<file path="src/shared/sat_regs.svh">
// Register offsets, field positions and reset values.
`ifndef SAT_REGS_SVH
`define SAT_REGS_SVH

// Word indices on the register bus; byte address is four times the index.
`define SAT_REG_GTB 3'h0
`define SAT_REG_LTB 3'h1
`define SAT_REG_CTRL 3'h2
`define SAT_REG_STAT 3'h3

// Control register fields.
`define SAT_CTRL_PAGE 0
`define SAT_CTRL_EXT 5
`define SAT_CTRL_MASK 32'h00000021

// Status register fields.
`define SAT_STAT_BUSY 0
`define SAT_STAT_FLT_LO 1
`define SAT_STAT_FLT_HI 2
`define SAT_STAT_CNT_LO 8
`define SAT_STAT_CNT_HI 15

// Selector fields.
`define SAT_SEL_RPL_LO 0
`define SAT_SEL_RPL_HI 1
`define SAT_SEL_TBL 2
`define SAT_SEL_IDX_LO 3
`define SAT_SEL_IDX_HI 15

// Descriptor fields in the 64-bit table entry.
`define SAT_D_LIM0_LO 0
`define SAT_D_LIM0_HI 15
`define SAT_D_BASE0_LO 16
`define SAT_D_BASE0_HI 39
`define SAT_D_ACC_LO 40
`define SAT_D_ACC_HI 47
`define SAT_D_LIM1_LO 48
`define SAT_D_LIM1_HI 51
`define SAT_D_GRAN 55
`define SAT_D_BASE1_LO 56
`define SAT_D_BASE1_HI 63

// Access byte fields once cached.
`define SAT_ACC_P 7
`define SAT_ACC_S 4
`define SAT_ACC_EXEC 3
`define SAT_ACC_RW 1

// Segment register numbers.
`define SAT_SEG_CODE 3'h1
`define SAT_SEG_STACK 3'h2
`define SAT_SEG_DATA 3'h3

// Reset contents of the cached segment parts.
`define SAT_RST_CODE_BASE 32'hffff0000
`define SAT_RST_DATA_BASE 32'h00000000
`define SAT_RST_LIMIT 20'h0ffff
`define SAT_RST_CODE_ACC 8'h9a
`define SAT_RST_DATA_ACC 8'h92

// Descriptor size as a shift of the index (8 bytes).
`define SAT_DESC_SHIFT 3
`define SAT_GRAN_FILL 12'hfff

`endif

</file>
<file path="src/shared/sat_pkg.sv">
// Types shared by the segment translation unit and its bench.
`default_nettype none
package sat_pkg;

  typedef enum logic [1:0] {
    SAT_FLT_NONE = 2'b00,
    SAT_FLT_GP = 2'b01,
    SAT_FLT_NP = 2'b10
  } sat_fault_t;

  typedef enum logic [1:0] {
    SAT_ST_IDLE = 2'b00,
    SAT_ST_FETCH = 2'b01,
    SAT_ST_DONE = 2'b10
  } sat_state_t;

  typedef struct packed {
    logic [15:0] sel;
    logic [31:0] base;
    logic [19:0] limit;
    logic gran;
    logic [7:0] acc;
    logic isNull;
  } sat_seg_t;

  typedef struct packed {
    logic valid;
    logic load;
    logic [2:0] seg;
    logic [15:0] selector;
    logic [31:0] offset;
    logic write;
    logic fetch;
  } sat_core_req_t;

  typedef struct packed {
    logic done;
    logic fault;
    sat_fault_t faultType;
    logic [1:0] requester_privilege;
    logic [1:0] descriptor_privilege;
    logic pageReq;
    logic [31:0] linAddr;
    logic physValid;
    logic physWide;
    logic [35:0] physAddr;
  } sat_core_rsp_t;

  typedef struct packed {
    logic rd;
    logic [31:0] addr;
  } sat_desc_rd_t;

endpackage
`default_nettype wire

</file>
<file path="src/sat_addr_xlate.sv">
// Segment selector decode, descriptor caching and linear address unit.
//
// Notes on behaviour
// - Requests carry 16-bit selector and 32-bit offset.
// - Selector bits 3..15 index 8192 descriptors.
// - Entry address is table base plus index times 8.
// - Selector bit 2 picks global or local table.
// - Selector bits 0..1 give requester privilege.
// - Null selector loads into data registers freely.
// - Access through null register raises a fault.
// - Null into code or stack register faults.
// - Rights and limit checked before forming address.
// - Linear address is base plus offset.
// - Offset beyond limit raises protection fault.
// - Base 0, 4 GB limit never limit-faults.
// - No paging: linear goes out as physical.
// - Default physical space is flat 32-bit.
// - Extension flag bit 5 sets physWide; upper 4 address bits stay zero.
// - Reset: data base 0, code near top.
// - Writes to read-only code segments fault.
// - Granularity flag scales limit to 4 KB units.
// - Absent descriptor load raises not-present fault.
// - Loads cache base, limit and access rights.
//
// Added by the designer: the address map and register access over Avalon-MM.
`default_nettype none
`include "sat_regs.svh"
module sat_addr_xlate
  import sat_pkg::*;
#(
  parameter int SegCount = 6,
  parameter int CntW = 8
) (
  input wire logic clk,
  input wire logic rst,
  input wire logic [2:0] avs_address,
  input wire logic avs_read,
  input wire logic avs_write,
  input wire logic [31:0] avs_writedata,
  input wire logic [3:0] avs_byteenable,
  output var logic [31:0] avs_readdata,
  output var logic avs_waitrequest,
  input wire sat_core_req_t coreReq,
  output var sat_core_rsp_t coreRsp,
  output var sat_desc_rd_t descRd,
  input wire logic descValid,
  input wire logic [63:0] descData
);

  // ==========================================================================
  // State
  // ==========================================================================
  logic [31:0] gtb_ff, nxt_gtb;
  logic [31:0] ltb_ff, nxt_ltb;
  logic [31:0] ctrl_ff, nxt_ctrl;
  logic [31:0] rdata_ff, nxt_rdata;
  logic wait_ff, nxt_wait;

  sat_state_t state_ff, nxt_state;
  sat_seg_t seg_ff [SegCount];
  sat_seg_t nxt_seg [SegCount];
  sat_core_rsp_t rsp_ff, nxt_rsp;
  sat_desc_rd_t desc_ff, nxt_desc;
  sat_fault_t lastFlt_ff, nxt_lastFlt;
  logic [CntW-1:0] fltCnt_ff, nxt_fltCnt;

  logic segOk;
  logic [2:0] segIdx;
  sat_seg_t curSeg;
  logic inRange;
  logic selNull;
  logic [12:0] selIdx;
  logic [31:0] tblBase;
  logic [31:0] linear;
  logic accBlocked;
  logic busReq;

  // ==========================================================================
  // Register bus slave
  // ==========================================================================
  function automatic logic [31:0] applyBe(input logic [31:0] old,
                                          input logic [31:0] wd,
                                          input logic [3:0] be);
    logic [31:0] res;
    res = old;
    for (int i = 0; i < 4; i++) begin
      if (be[i]) begin
        res[i*8 +: 8] = wd[i*8 +: 8];
      end
    end
    return res;
  endfunction

  assign busReq = avs_read | avs_write;

  always_comb begin
    nxt_gtb = gtb_ff;
    nxt_ltb = ltb_ff;
    nxt_ctrl = ctrl_ff;
    nxt_rdata = rdata_ff;
    // One wait cycle per request, then a single accepting cycle.
    nxt_wait = !(busReq && wait_ff);
    if (busReq && wait_ff) begin
      case (avs_address)
        `SAT_REG_GTB: begin
          nxt_rdata = gtb_ff;
        end
        `SAT_REG_LTB: begin
          nxt_rdata = ltb_ff;
        end
        `SAT_REG_CTRL: begin
          nxt_rdata = ctrl_ff;
        end
        `SAT_REG_STAT: begin
          nxt_rdata = '0;
          nxt_rdata[`SAT_STAT_BUSY] = (state_ff != SAT_ST_IDLE);
          nxt_rdata[`SAT_STAT_FLT_HI:`SAT_STAT_FLT_LO] = lastFlt_ff;
          nxt_rdata[`SAT_STAT_CNT_HI:`SAT_STAT_CNT_LO] = fltCnt_ff;
        end
        default: begin
          nxt_rdata = '0;
        end
      endcase
    end
    if (avs_write && !wait_ff) begin
      case (avs_address)
        `SAT_REG_GTB: begin
          nxt_gtb = applyBe(gtb_ff, avs_writedata, avs_byteenable);
        end
        `SAT_REG_LTB: begin
          nxt_ltb = applyBe(ltb_ff, avs_writedata, avs_byteenable);
        end
        `SAT_REG_CTRL: begin
          nxt_ctrl = applyBe(ctrl_ff, avs_writedata, avs_byteenable) &
                     `SAT_CTRL_MASK;
        end
        default: begin
          nxt_ctrl = ctrl_ff;
        end
      endcase
    end
  end

  always_ff @(posedge clk) begin
    if (rst) begin
      gtb_ff <= '0;
      ltb_ff <= '0;
      ctrl_ff <= '0;
      rdata_ff <= '0;
      wait_ff <= 1'b1;
    end else begin
      gtb_ff <= nxt_gtb;
      ltb_ff <= nxt_ltb;
      ctrl_ff <= nxt_ctrl;
      rdata_ff <= nxt_rdata;
      wait_ff <= nxt_wait;
    end
  end

  assign avs_readdata = rdata_ff;
  assign avs_waitrequest = wait_ff;

  // ==========================================================================
  // Selector decode and access checks
  // ==========================================================================
  always_comb begin
    segOk = (coreReq.seg < 3'(SegCount));
    segIdx = segOk ? coreReq.seg : 3'h0;
    curSeg = seg_ff[segIdx];
    selIdx = coreReq.selector[`SAT_SEL_IDX_HI:`SAT_SEL_IDX_LO];
    selNull = (selIdx == 13'h0000) &&
              !coreReq.selector[`SAT_SEL_TBL];
    tblBase = coreReq.selector[`SAT_SEL_TBL] ? ltb_ff : gtb_ff;
    linear = curSeg.base + coreReq.offset;
    // Code is never writable; data needs the writable bit for stores,
    // code needs the readable bit for data reads, fetches need code.
    if (coreReq.fetch) begin
      accBlocked = !curSeg.acc[`SAT_ACC_EXEC];
    end else if (coreReq.write) begin
      accBlocked = curSeg.acc[`SAT_ACC_EXEC] ||
                   !curSeg.acc[`SAT_ACC_RW];
    end else begin
      accBlocked = curSeg.acc[`SAT_ACC_EXEC] &&
                   !curSeg.acc[`SAT_ACC_RW];
    end
  end

  sat_limit_check #(
    .LimW(20)
  ) u_limit (
    .limit(curSeg.limit),
    .gran(curSeg.gran),
    .offset(coreReq.offset),
    .inRange(inRange)
  );

  // ==========================================================================
  // Translation sequencer and segment cache
  // ==========================================================================
  always_comb begin
    nxt_state = state_ff;
    nxt_seg = seg_ff;
    nxt_rsp = rsp_ff;
    nxt_rsp.done = 1'b0;
    nxt_desc = desc_ff;
    nxt_lastFlt = lastFlt_ff;
    nxt_fltCnt = fltCnt_ff;
    case (state_ff)
      SAT_ST_IDLE: begin
        // The request stays stable until done, so it is read directly.
        if (coreReq.valid) begin
          nxt_rsp = '0;
          nxt_rsp.done = 1'b1;
          nxt_rsp.requester_privilege = coreReq.selector[`SAT_SEL_RPL_HI:`SAT_SEL_RPL_LO];
          nxt_rsp.descriptor_privilege = curSeg.acc[6:5];
          nxt_state = SAT_ST_DONE;
          if (!segOk) begin
            nxt_rsp.fault = 1'b1;
            nxt_rsp.faultType = SAT_FLT_GP;
          end else if (coreReq.load) begin
            nxt_rsp.requester_privilege = coreReq.selector[`SAT_SEL_RPL_HI:
                                           `SAT_SEL_RPL_LO];
            if (selNull) begin
              if (coreReq.seg == `SAT_SEG_CODE ||
                  coreReq.seg == `SAT_SEG_STACK) begin
                nxt_rsp.fault = 1'b1;
                nxt_rsp.faultType = SAT_FLT_GP;
              end else begin
                nxt_seg[segIdx].sel = coreReq.selector;
                nxt_seg[segIdx].isNull = 1'b1;
              end
            end else begin
              nxt_desc.rd = 1'b1;
              nxt_desc.addr = tblBase +
                {16'h0000, selIdx, 3'h0};
              nxt_rsp.done = 1'b0;
              nxt_state = SAT_ST_FETCH;
            end
          end else if (curSeg.isNull) begin
            nxt_rsp.fault = 1'b1;
            nxt_rsp.faultType = SAT_FLT_GP;
          end else if (!inRange || accBlocked) begin
            nxt_rsp.fault = 1'b1;
            nxt_rsp.faultType = SAT_FLT_GP;
          end else begin
            nxt_rsp.linAddr = linear;
            nxt_rsp.physWide = ctrl_ff[`SAT_CTRL_EXT];
            if (ctrl_ff[`SAT_CTRL_PAGE]) begin
              nxt_rsp.pageReq = 1'b1;
            end else begin
              nxt_rsp.physValid = 1'b1;
              nxt_rsp.physAddr = {4'h0, linear};
            end
          end
        end
      end
      SAT_ST_FETCH: begin
        if (descValid) begin
          nxt_desc = '0;
          nxt_rsp.done = 1'b1;
          nxt_rsp.descriptor_privilege = descData[46:45];
          nxt_state = SAT_ST_DONE;
          if (!descData[`SAT_D_ACC_LO + `SAT_ACC_P]) begin
            nxt_rsp.fault = 1'b1;
            nxt_rsp.faultType = SAT_FLT_NP;
          end else if (!descData[`SAT_D_ACC_LO + `SAT_ACC_S]) begin
            nxt_rsp.fault = 1'b1;
            nxt_rsp.faultType = SAT_FLT_GP;
          end else begin
            nxt_seg[segIdx].sel = coreReq.selector;
            nxt_seg[segIdx].isNull = 1'b0;
            nxt_seg[segIdx].base = {
              descData[`SAT_D_BASE1_HI:`SAT_D_BASE1_LO],
              descData[`SAT_D_BASE0_HI:`SAT_D_BASE0_LO]};
            nxt_seg[segIdx].limit = {
              descData[`SAT_D_LIM1_HI:`SAT_D_LIM1_LO],
              descData[`SAT_D_LIM0_HI:`SAT_D_LIM0_LO]};
            nxt_seg[segIdx].gran = descData[`SAT_D_GRAN];
            nxt_seg[segIdx].acc =
              descData[`SAT_D_ACC_HI:`SAT_D_ACC_LO];
          end
        end
      end
      SAT_ST_DONE: begin
        nxt_state = SAT_ST_IDLE;
      end
      default: begin
        nxt_state = SAT_ST_IDLE;
      end
    endcase
    // A fault clears any address so nothing downstream uses it.
    if (nxt_rsp.done && nxt_rsp.fault) begin
      nxt_rsp.linAddr = '0;
      nxt_rsp.physAddr = '0;
      nxt_rsp.pageReq = 1'b0;
      nxt_rsp.physValid = 1'b0;
      nxt_lastFlt = nxt_rsp.faultType;
      if (fltCnt_ff != {CntW{1'b1}}) begin
        nxt_fltCnt = fltCnt_ff + 1'b1;
      end
    end
  end

  always_ff @(posedge clk) begin
    if (rst) begin
      state_ff <= SAT_ST_IDLE;
      rsp_ff <= '0;
      desc_ff <= '0;
      lastFlt_ff <= SAT_FLT_NONE;
      fltCnt_ff <= '0;
      for (int i = 0; i < SegCount; i++) begin
        seg_ff[i].sel <= '0;
        seg_ff[i].base <= `SAT_RST_DATA_BASE;
        seg_ff[i].limit <= `SAT_RST_LIMIT;
        seg_ff[i].gran <= 1'b0;
        seg_ff[i].acc <= `SAT_RST_DATA_ACC;
        seg_ff[i].isNull <= 1'b0;
      end
      seg_ff[`SAT_SEG_CODE].base <= `SAT_RST_CODE_BASE;
      seg_ff[`SAT_SEG_CODE].acc <= `SAT_RST_CODE_ACC;
    end else begin
      state_ff <= nxt_state;
      rsp_ff <= nxt_rsp;
      desc_ff <= nxt_desc;
      lastFlt_ff <= nxt_lastFlt;
      fltCnt_ff <= nxt_fltCnt;
      for (int i = 0; i < SegCount; i++) begin
        seg_ff[i] <= nxt_seg[i];
      end
    end
  end

  assign coreRsp = rsp_ff;
  assign descRd = desc_ff;

endmodule
`default_nettype wire

</file>
<file path="src/sat_limit_check.sv">
// Segment limit scaling and offset range check.
`default_nettype none
`include "sat_regs.svh"
module sat_limit_check #(
  parameter int LimW = 20
) (
  input wire logic [LimW-1:0] limit,
  input wire logic gran,
  input wire logic [31:0] offset,
  output logic inRange
);
  logic [31:0] effLimit;

  always_comb begin
    if (gran) begin
      effLimit = {limit, `SAT_GRAN_FILL};
    end else begin
      effLimit = {{(32-LimW){1'b0}}, limit};
    end
    inRange = (offset <= effLimit);
  end
endmodule
`default_nettype wire

</file>
<file path="config.mk">
export PLATFORM = sky130hd
export DESIGN_NAME = sat_addr_xlate
export DESIGN_NICKNAME = d
export VERILOG_FILES = /design/src/shared/sat_pkg.sv /design/src/sat_addr_xlate.sv /design/src/sat_limit_check.sv
export VERILOG_INCLUDE_DIRS = /design/src /design/src/shared
export SDC_FILE = /design/constraint.sdc
export NUM_CORES = 1
export LEC_CHECK = 0
export ABC_AREA = 1
export BUFFER_PORTS_ARGS = -buffer_cell sky130_fd_sc_hd__buf_2
export CAP_MARGIN = 20
export CORE_UTILIZATION = 30
export CTS_CLUSTER_DIAMETER = 60
export DETAILED_ROUTE_END_ITERATION = 16
export HOLD_SLACK_MARGIN = 0.05
export REMOVE_ABC_BUFFERS = 1
export SETUP_SLACK_MARGIN = 0.15
export SLEW_MARGIN = 40
export SYNTH_ARGS = -nofsm -noshare
export SYNTH_HDL_FRONTEND = slang
export SYNTH_HIERARCHICAL = 1
export SYNTH_SLANG_ARGS = --single-unit
</file>
<file path="constraint.sdc">
create_clock -name clk -period 6.51 [get_ports clk]
set_input_delay 0.9765 -clock clk [delete_from_list [all_inputs] [get_ports clk]]
set_output_delay 0.9765 -clock clk [all_outputs]
set_load 0.01 [all_outputs]
</file>
Word level (Yosys, flattened, before mapping)
Index checks and enable logic that the tools add are counted.

word-level totals
  logic and storage cells = 195
  input bits = 163
  bits in registers = 691
  bits in read-only memories = 0
  output and inout bits = 145
  RAM bits = 0
  memories = 0
  latch bits = 0

operators by class
  mux-type cells = 72
  reductions and logical operators = 36
  div/mod/pow operators = 0
  order comparisons = 4
  eq/ne operators = 16
  shifts and indexed selects = 0
  bitwise logic cells = 2
  $mul = 0
  $add $sub $neg = 3

operators with widths
  cell                count
  $mux 468            8
  $bwmux 468          7
  $demux 78 s3        6
  $pmux 468 s2        1
  $mux 71             4
  $bmux 78 s3         1
  $mux 62             3
  $mux 33             5
  $pmux 32 s4         1
  $mux 32             3
  $mux 79             1
  $mux 78             1
  $pmux 33 s2         1
  $add 32x16->32      1
  $add 32x32->32      1
  $le 32x32->1        1
  $mux 30             1
  $reduce_and 3->1    10
  $mux 3              9
  $ne 2x2->1 const B  9
  $logic_not 13->1    1
  $mux 2              6
  $mux 10             1
  $eq 3x2->1 const B  3
  24 further kinds    48

Depth between registers and ports, before layout
Gate-level depths: netlist (run 1).

  depth in word-level cells = 19
  gate-level depth with buffers = 38
  depth with buffers taken out = 33

Hierarchy
The synthesis (run 1) kept the hierarchy.

by module, submodules not included
  module           area each (sq um)  instances  cells each  seq. area each (sq um)
  sat_addr_xlate   27133.5            1          3868        11350.9
  sat_limit_check  937.1              1          142         0.0

Least setup slack after synthesis (run 1)
No wires, ideal clock.

  path type = input port to flip-flop
  start = in coreReq[51] (netlist name)
  end = reg rsp_ff (netlist bit coreRsp[56])
  arrival time = 4.898 ns
  stages = 31
  path buffers = 7
  data required time = 6.448 ns
  slack = 1.549 ns
  library setup time = 0.062 ns
  path through = ha_1 > nor2_4 > buf_2 > clkbuf_1 > clkbuf_1 > nor2_1 > o21ai_0 > nand2_1 > o21ai_0 > buf_2 > clkbuf_1 > nand2_1 > ha_1 > nand2_1 > nor2_2 > nand2_2 > nor4_4 > nand3b_1 > nand2_1 > nand3_1 > nor2_1 > nand2_1 > nand2_1 > nand2_2 > nand2_4 > nand2_4 > nand2_2 > nand2_2 > buf_6 > buf_6 > nor2_4

RTL lines
  element               RTL line               RTL
  from (decl)           sat_addr_xlate.sv:43   input wire sat_core_req_t coreReq,
  to (signal assigned)  sat_addr_xlate.sv:323  rsp_ff <= nxt_rsp;
  to (decl)             sat_addr_xlate.sv:62   sat_core_rsp_t rsp_ff, nxt_rsp;

==> impl_metrics.yaml, run 1 <==
die:
  core-area_um2: 92220
  die_h_um: 307.9
  dieArea_um2: 94800
  row_count: 111
  initial_core_util: 0.3044
  die_width_um: 307.9
  ioPinCount: 308
logic_synthesis:
  synth.largest_area_cell: "dfxtp_1"
  synthArstFlopShare: 0
  ys_seq_area_frac: 0.4044
  synthesis.area_um2: 28070
  synthTopCellsByArea: "dfxtp_1, nand2_1, a21oi_1"
  yosysWarnings: 6
  synthCells: 4010
  yosysTopAreaCellShare: 0.4044
  synth_edf_count: 0
  yosysMostFrequentCell: "nand2_1"
  ys_types: 50
  avgSynthCellArea_um2: 7.000
  synth_flop_cell: "dfxtp_1"
  ys_top_cells_by_count: "nand2_1, dfxtp_1, a21oi_1, nor2_1, o21ai_0"
  synth.ff_latch_count: 567
worst_setup_path:
  slowest_delay_ns: 0.42
  timing.critical_path.mode_cell: "nand2_1"
  path_max_fanout: 112
  crit_slowest_cell: "buf_12"
  endpoint_kind: "flop"
  required_ns: 7.08
  cp_num_cells: 22
  crit_path_start_kind: "input pin"
  r2r_cells: 22
  worstSetupPathType: "input pin to flop"
  critPathTopFamily: "buffers and inverters"
  worstPathCellList: "buf_2, ha_1, nor2_4, buf_12, nor2_1, o21ai_2, buf_4, buf_4, nand2_1, ha_1, nand2_1, nor4_4, nand3b_1, nand2_1, nand3_1, nor2_1, nand3_1, buf_4, inv_1, buf_12, nand2_1, a21oi_1"
  crit_buf_inv: 7
  cp.arrival_ns: 5.71
global_routing:
  grt_antenna_before_repair: 21
  grt_max_degree: 188
  grt_overflow_total: 0
  grt_first_pass_wirelength_um: 151200
  grt_pass1_vias: 25240
  gr-usage-all-layers: 0.2036
detailed_routing:
  totalWireLength_um: 99330
  drc: 0
  vias_per_cell: 5.084
  routed.top_layer: "met5"
  firstDrtPassIters: 6
  drtIter0Drc: 2278
  drt-met1-wl_um: 43470
  num_vias: 27840
  ant_nets: 0
  wl_per_cell_um: 18.14
  met3_length_um: 7963
  dr_wl_met2_um: 45660
pwr:
  ir_worst_vdd_v: 0.0001832
  power_leakage_nw: 13.94
  power_density_nw_per_um2: 267.9
  power_mw: 8.920
clock_tree:
  cts_sinks: 567
  cts_buffers: 75
  ctsHoldBuffers: 0
  cts_tree: "done"
  clk_path_buf_depth: 3
  htree_levels: 3
  root_buffer: "clkbuf_16"
  insertion_delay_ns: 0.64
  cts_resized: 0
  post_cts.repair.setup_buffers: 0
  clkSlewWorstSetupHoldPaths_ns: 0.06
timing:
  period_needed_ns: 5.142
  fmax_ghz: 0.1945
  rsz0062_at_grt: "no"
  finalSetupViolCount: 0
  tightest_slew_ns: 0.8429
  maxSlewViolCount: 0
  post-route-period-util: 0.7899
  relSlewSlack: 0.4381
  finClkSkew_ns: 0.04290
  fin_ws_ns: 1.368
  hold_viol: 0
  tns_ns: 0
placement:
  place_congestion: 0.9421
  dp.final_hpwl_um: 65660
  place.port_buffers: 298
  preCtsSetupSlack_ns: 0.7209
cells_and_area:
  regArea_um2: 11350
  area.growth.synth_to_final_pct: 18.64
  drive_gt1_frac: 0.1296
  utilization: 0.3611
  fillers: 9945
  fin_nets: 4419
  multi_input_area_um2: 14470
job:
  cap_violations: 0
hold_path:
  hold_path_class: "flop to flop"
  min_path_cells: 2
run_status:
  status: "finished, final reports clean"
final timing paths:
check / start / slack [ns] / endpoint
hold reg to reg: seg_ff[295] / 0.44 / seg_ff[295]
hold / removal: seg_ff[295] / 0.44 / seg_ff[295]
setup / recovery: coreReq[51] / 1.37 / coreRsp[40]
setup reg to reg: seg_ff[243] / 2.27 / coreRsp[40]
state kept, by name, summed over array words and instances (netlist names):
register	count
seg_ff	348
coreRsp	75
descRd	33
avs_readdata	32
gtb_ff	32
ltb_ff	32
fltCnt_ff	8
ctrl_ff	2
lastFlt_ff	2
state_ff	2
avs_waitrequest	1
worst reg2reg max path, delay by kind of cell, from the launching register on:
kind,cells,cell delay (ns)
AND/OR/NAND/NOR,10,1.57
buffers and inverters,6,1.48
AO/OA/AOI/OAI,5,0.51
adder cells (fa/ha/maj),1,0.31
flip-flops,1,0.30
cells in the final DEF, fill, tap and decap left out, types with 7 or more instances in the layout:
cell type / n
nand2_1: 835
dfxtp_1: 567
a21oi_1: 464
nor2_1: 406
o21ai_0: 373
inv_1: 303
buf_2: 297
nand3_1: 208
nand4_1: 156
ha_1: 85
clkbuf_16: 76
buf_4: 47
o211ai_1: 46
a211oi_1: 32
o22ai_1: 32
o32ai_1: 31
xor2_1: 21
xnor2_1: 16
nor3_1: 14
or2_2: 13
nor2_4: 12
a22oi_1: 12
clkbuf_8: 12
clkbuf_1: 11
nor2_2: 10
o21a_1: 10
clkinv_2: 9
bufinv_16: 8
mux2i_1: 8
inv_2: 7
o221ai_1: 7
clkinvlp_4: 7
buf_12: 7
cell type report:
class	count	area share
clock buffers	99	0.06331
flip-flops and latches	567	0.3408
repair buffers	359	0.06274
clock inverters	39	0.01600
diodes	4	0.0003006
multi-input cells	2852	0.4344
well taps	1243	0.04670
inverters	314	0.03569
layer usage:
metal | vias up | GRT usage
met3 | 161 | 0.04143
met5 | - | 0
met4 | 22 | 0.05207
met2 | 899 | 0.3330
li1 | 13810 | -
met1 | 12950 | 0.2716
cell families after synthesis:
| group | after synthesis | synth area share |
|---|---|---|
| other cells | 1 | 0.0001336 |
| flops | 567 | 0.4044 |
| xor+xnor | 37 | 0.01154 |
| fa+ha+maj | 87 | 0.03931 |
| buf+inv | 594 | 0.08322 |
| mux | 8 | 0.002853 |
| compound gates | 1034 | 0.2023 |
| simple gates | 1682 | 0.2563 |
report_power, final:
part | internal (mW) | leakage (nW) | switching, mW | total [mW]
logic | 0.297 | 8.08 | 0.748 | 1.04
registers | 3.50 | 4.58 | 0.0156 | 3.51
clock network | 2.64 | 1.28 | 1.72 | 4.36
total | 6.44 | 13.9 | 2.48 | 8.92
metrics by stage:
stage               hold slack [ns]  instances  area, um2
finish                       0.4410       5477      33300
global route                 0.4581       5474      33300
CTS                          0.4450       5472      33250
detailed placement           0.4358       5334      30610
global placement             0.4302       5332      30560
floorplan                    0.4223       3733      26920
No activity file was read; power rests on OpenSTA's default activity.
==> run 2: changes to the inputs <==
clock period = 5 ns   (was 6.51 ns; I/O delays follow)
==> impl_metrics.yaml, run 2 (synthesis results as in run 1) <==
worst_setup_path:
  required_ns: 5.55
  endpoint_kind: "flop"
  r2r_cells: 25
  worstPathCellList: "buf_2, ha_1, nor2_4, buf_12, buf_4, a21oi_1, o32ai_1, ha_1, a21oi_1, o21ai_0, a21oi_1, buf_4, o21ai_0, nand2_1, nand2_1, buf_4, nand2_1, nand2_1, xor2_1, buf_4, nand2_1, a21oi_1"
  worstReg2RegEnd: "coreRsp[30]"
  crit_path_start_kind: "input pin"
  timing.rr.start: "seg_ff[243]"
  timing.critical_path.mode_cell: "nand2_1"
  worstSetupPathType: "input pin to flop"
  regToRegSetupSlack_ns: 1.19
  path_max_fanout: 39
  slowest_delay_ns: 0.54
  crit_slowest_cell: "o32ai_1"
  cp.arrival_ns: 4.95
cells_and_area:
  final_cell_mix: "nand2_1, dfxtp_1, a21oi_1, nor2_1, o21ai_0"
  top_register: "seg_ff"
  largest_reg_flops: 348
  area.growth.synth_to_final_pct: 21.48
  mostFrequentLayoutCell: "nand2_1"
  regArea_um2: 11350
  drive_gt1_frac: 0.1507
  fillers: 9878
  fin_area_um2: 34100
  fin_nets: 4530
  multi_input_area_um2: 14460
pwr:
  pwr-share-seq: 0.398
  power_mw: 11.51
  ir_worst_vdd_v: 0.0002628
  comb_power_share: 0.133
  power_leakage_nw: 14.46
  power_density_nw_per_um2: 337.6
  p_clk_frac: 0.470
  p_switching_mw: 3.189
  intPower_mw: 8.324
  switching_share: 0.2770
timing:
  post-route-period-util: 0.8817
  finClkSkew_ns: 0.04717
  relSlewSlack: 0.4501
  tightest_slew_ns: 0.8248
  fin_hold_ws_ns: 0.3534
  rsz0062_at_grt: "no"
  hold_viol: 0
  finalSetupViolCount: 0
  period_needed_ns: 4.408
  maxSlewViolCount: 0
  fmax_ghz: 0.2268
die:
  die_width_um: 307.9
  row_count: 111
  core-area_um2: 92220
  ioPinCount: 308
  die_h_um: 307.9
  initial_core_util: 0.3044
  dieArea_um2: 94800
global_routing:
  grt_antenna_before_repair: 24
  grt_pass1_vias: 25930
  grt_max_degree: 157
  grt_first_pass_wirelength_um: 154000
  grt_overflow_total: 0
  gr-usage-all-layers: 0.2070
clock_tree:
  clkSlewWorstSetupHoldPaths_ns: 0.05
  cts_sinks: 567
  cts_buffers: 73
  clk_path_buf_depth: 3
  insertion_delay_ns: 0.64
  ctsHoldBuffers: 0
  cts_tree: "done"
  htree_levels: 3
  root_buffer: "clkbuf_16"
  cts_resized: 0
  post_cts.repair.setup_buffers: 0
detailed_routing:
  drc: 0
  totalWireLength_um: 100900
  wl_per_cell_um: 18.07
  ant_nets: 0
  vias_per_cell: 5.100
  firstDrtPassIters: 5
  drtIter0Drc: 2295
  num_vias: 28460
placement:
  place_congestion: 0.9326
  placed_cell_area_um2: 31610
  dp.final_hpwl_um: 68260
  place.port_buffers: 298
hold_path:
  hold_start: "coreReq[35]"
  hold_path_class: "input pin to flop"
  min_path_cells: 3
  holdPathEnd: "coreRsp[74]"
run_status:
  status: "finished, final reports clean"
job:
  cap_violations: 0
## run 2: layout make-up
cell class	instances	share of cell area
clock inverters	32	0.01203
diodes	4	0.0002935
multi-input cells	2852	0.4241
clock buffers	96	0.06054
repair buffers	472	0.08953
well taps	1243	0.04561
flip-flops and latches	567	0.3329
inverters	314	0.03500
## run 2: per-stage QoR
stage / setup slack [ns] / utilization / cells / setup TNS [ns]
3_3_place_gp: 0.03182 / 0.3424 / 5447 / 0
2_1_floorplan: -3.713 / - / 3733 / -1237.39
5_1_grt: 0.2762 / 0.3697 / 5578 / 0
3_5_place_dp: 0.003521 / 0.3427 / 5448 / 0
6_report: 0.5917 / 0.3698 / 5580 / 0
4_1_cts: 0.6452 / 0.3696 / 5576 / 0
## run 2: worst max path at each step
stage | end | cells past startpoint | startpoint
3_5_place_dp | coreRsp[29] | 26 | coreReq[52]
6_report | coreRsp[19] | 22 | coreReq[51]
3_3_place_gp | coreRsp[30] | 25 | coreReq[52]
2_1_floorplan | seg_ff[238] | 5 | state_ff[0]
5_1_grt | coreRsp[21] | 29 | coreReq[52]
4_1_cts | coreRsp[30] | 25 | coreReq[52]
## run 2: power by group through the flow
stage                     clock network [mW]  registers [mW]  logic (mW)
after floorplan                            0            4.68       0.750
after global placement                     0            4.68        1.52
after detailed placement                   0            4.68        1.52
after CTS                               5.51            4.58        1.53
after global routing                    5.72            4.58        1.67
final                                   5.41            4.58        1.53
## run 2: routing by layer
layer,global-route usage,up-vias,part of all wire
met4,0.06514,28,0.028
li1,-,14030,-
met5,0,-,0.0016
met1,0.2732,13230,0.44
met3,0.04370,202,0.075
met2,0.3355,973,0.46
## run 2: worst max-delay path, delay by kind of cell
kind | cells | cell delay [ns]
adder cells (fa/ha/maj) | 2 | 0.58
buffers and inverters | 6 | 1.03
AO/OA/AOI/OAI | 7 | 1.64
XOR/XNOR | 1 | 0.21
AND/OR/NAND/NOR | 6 | 0.71
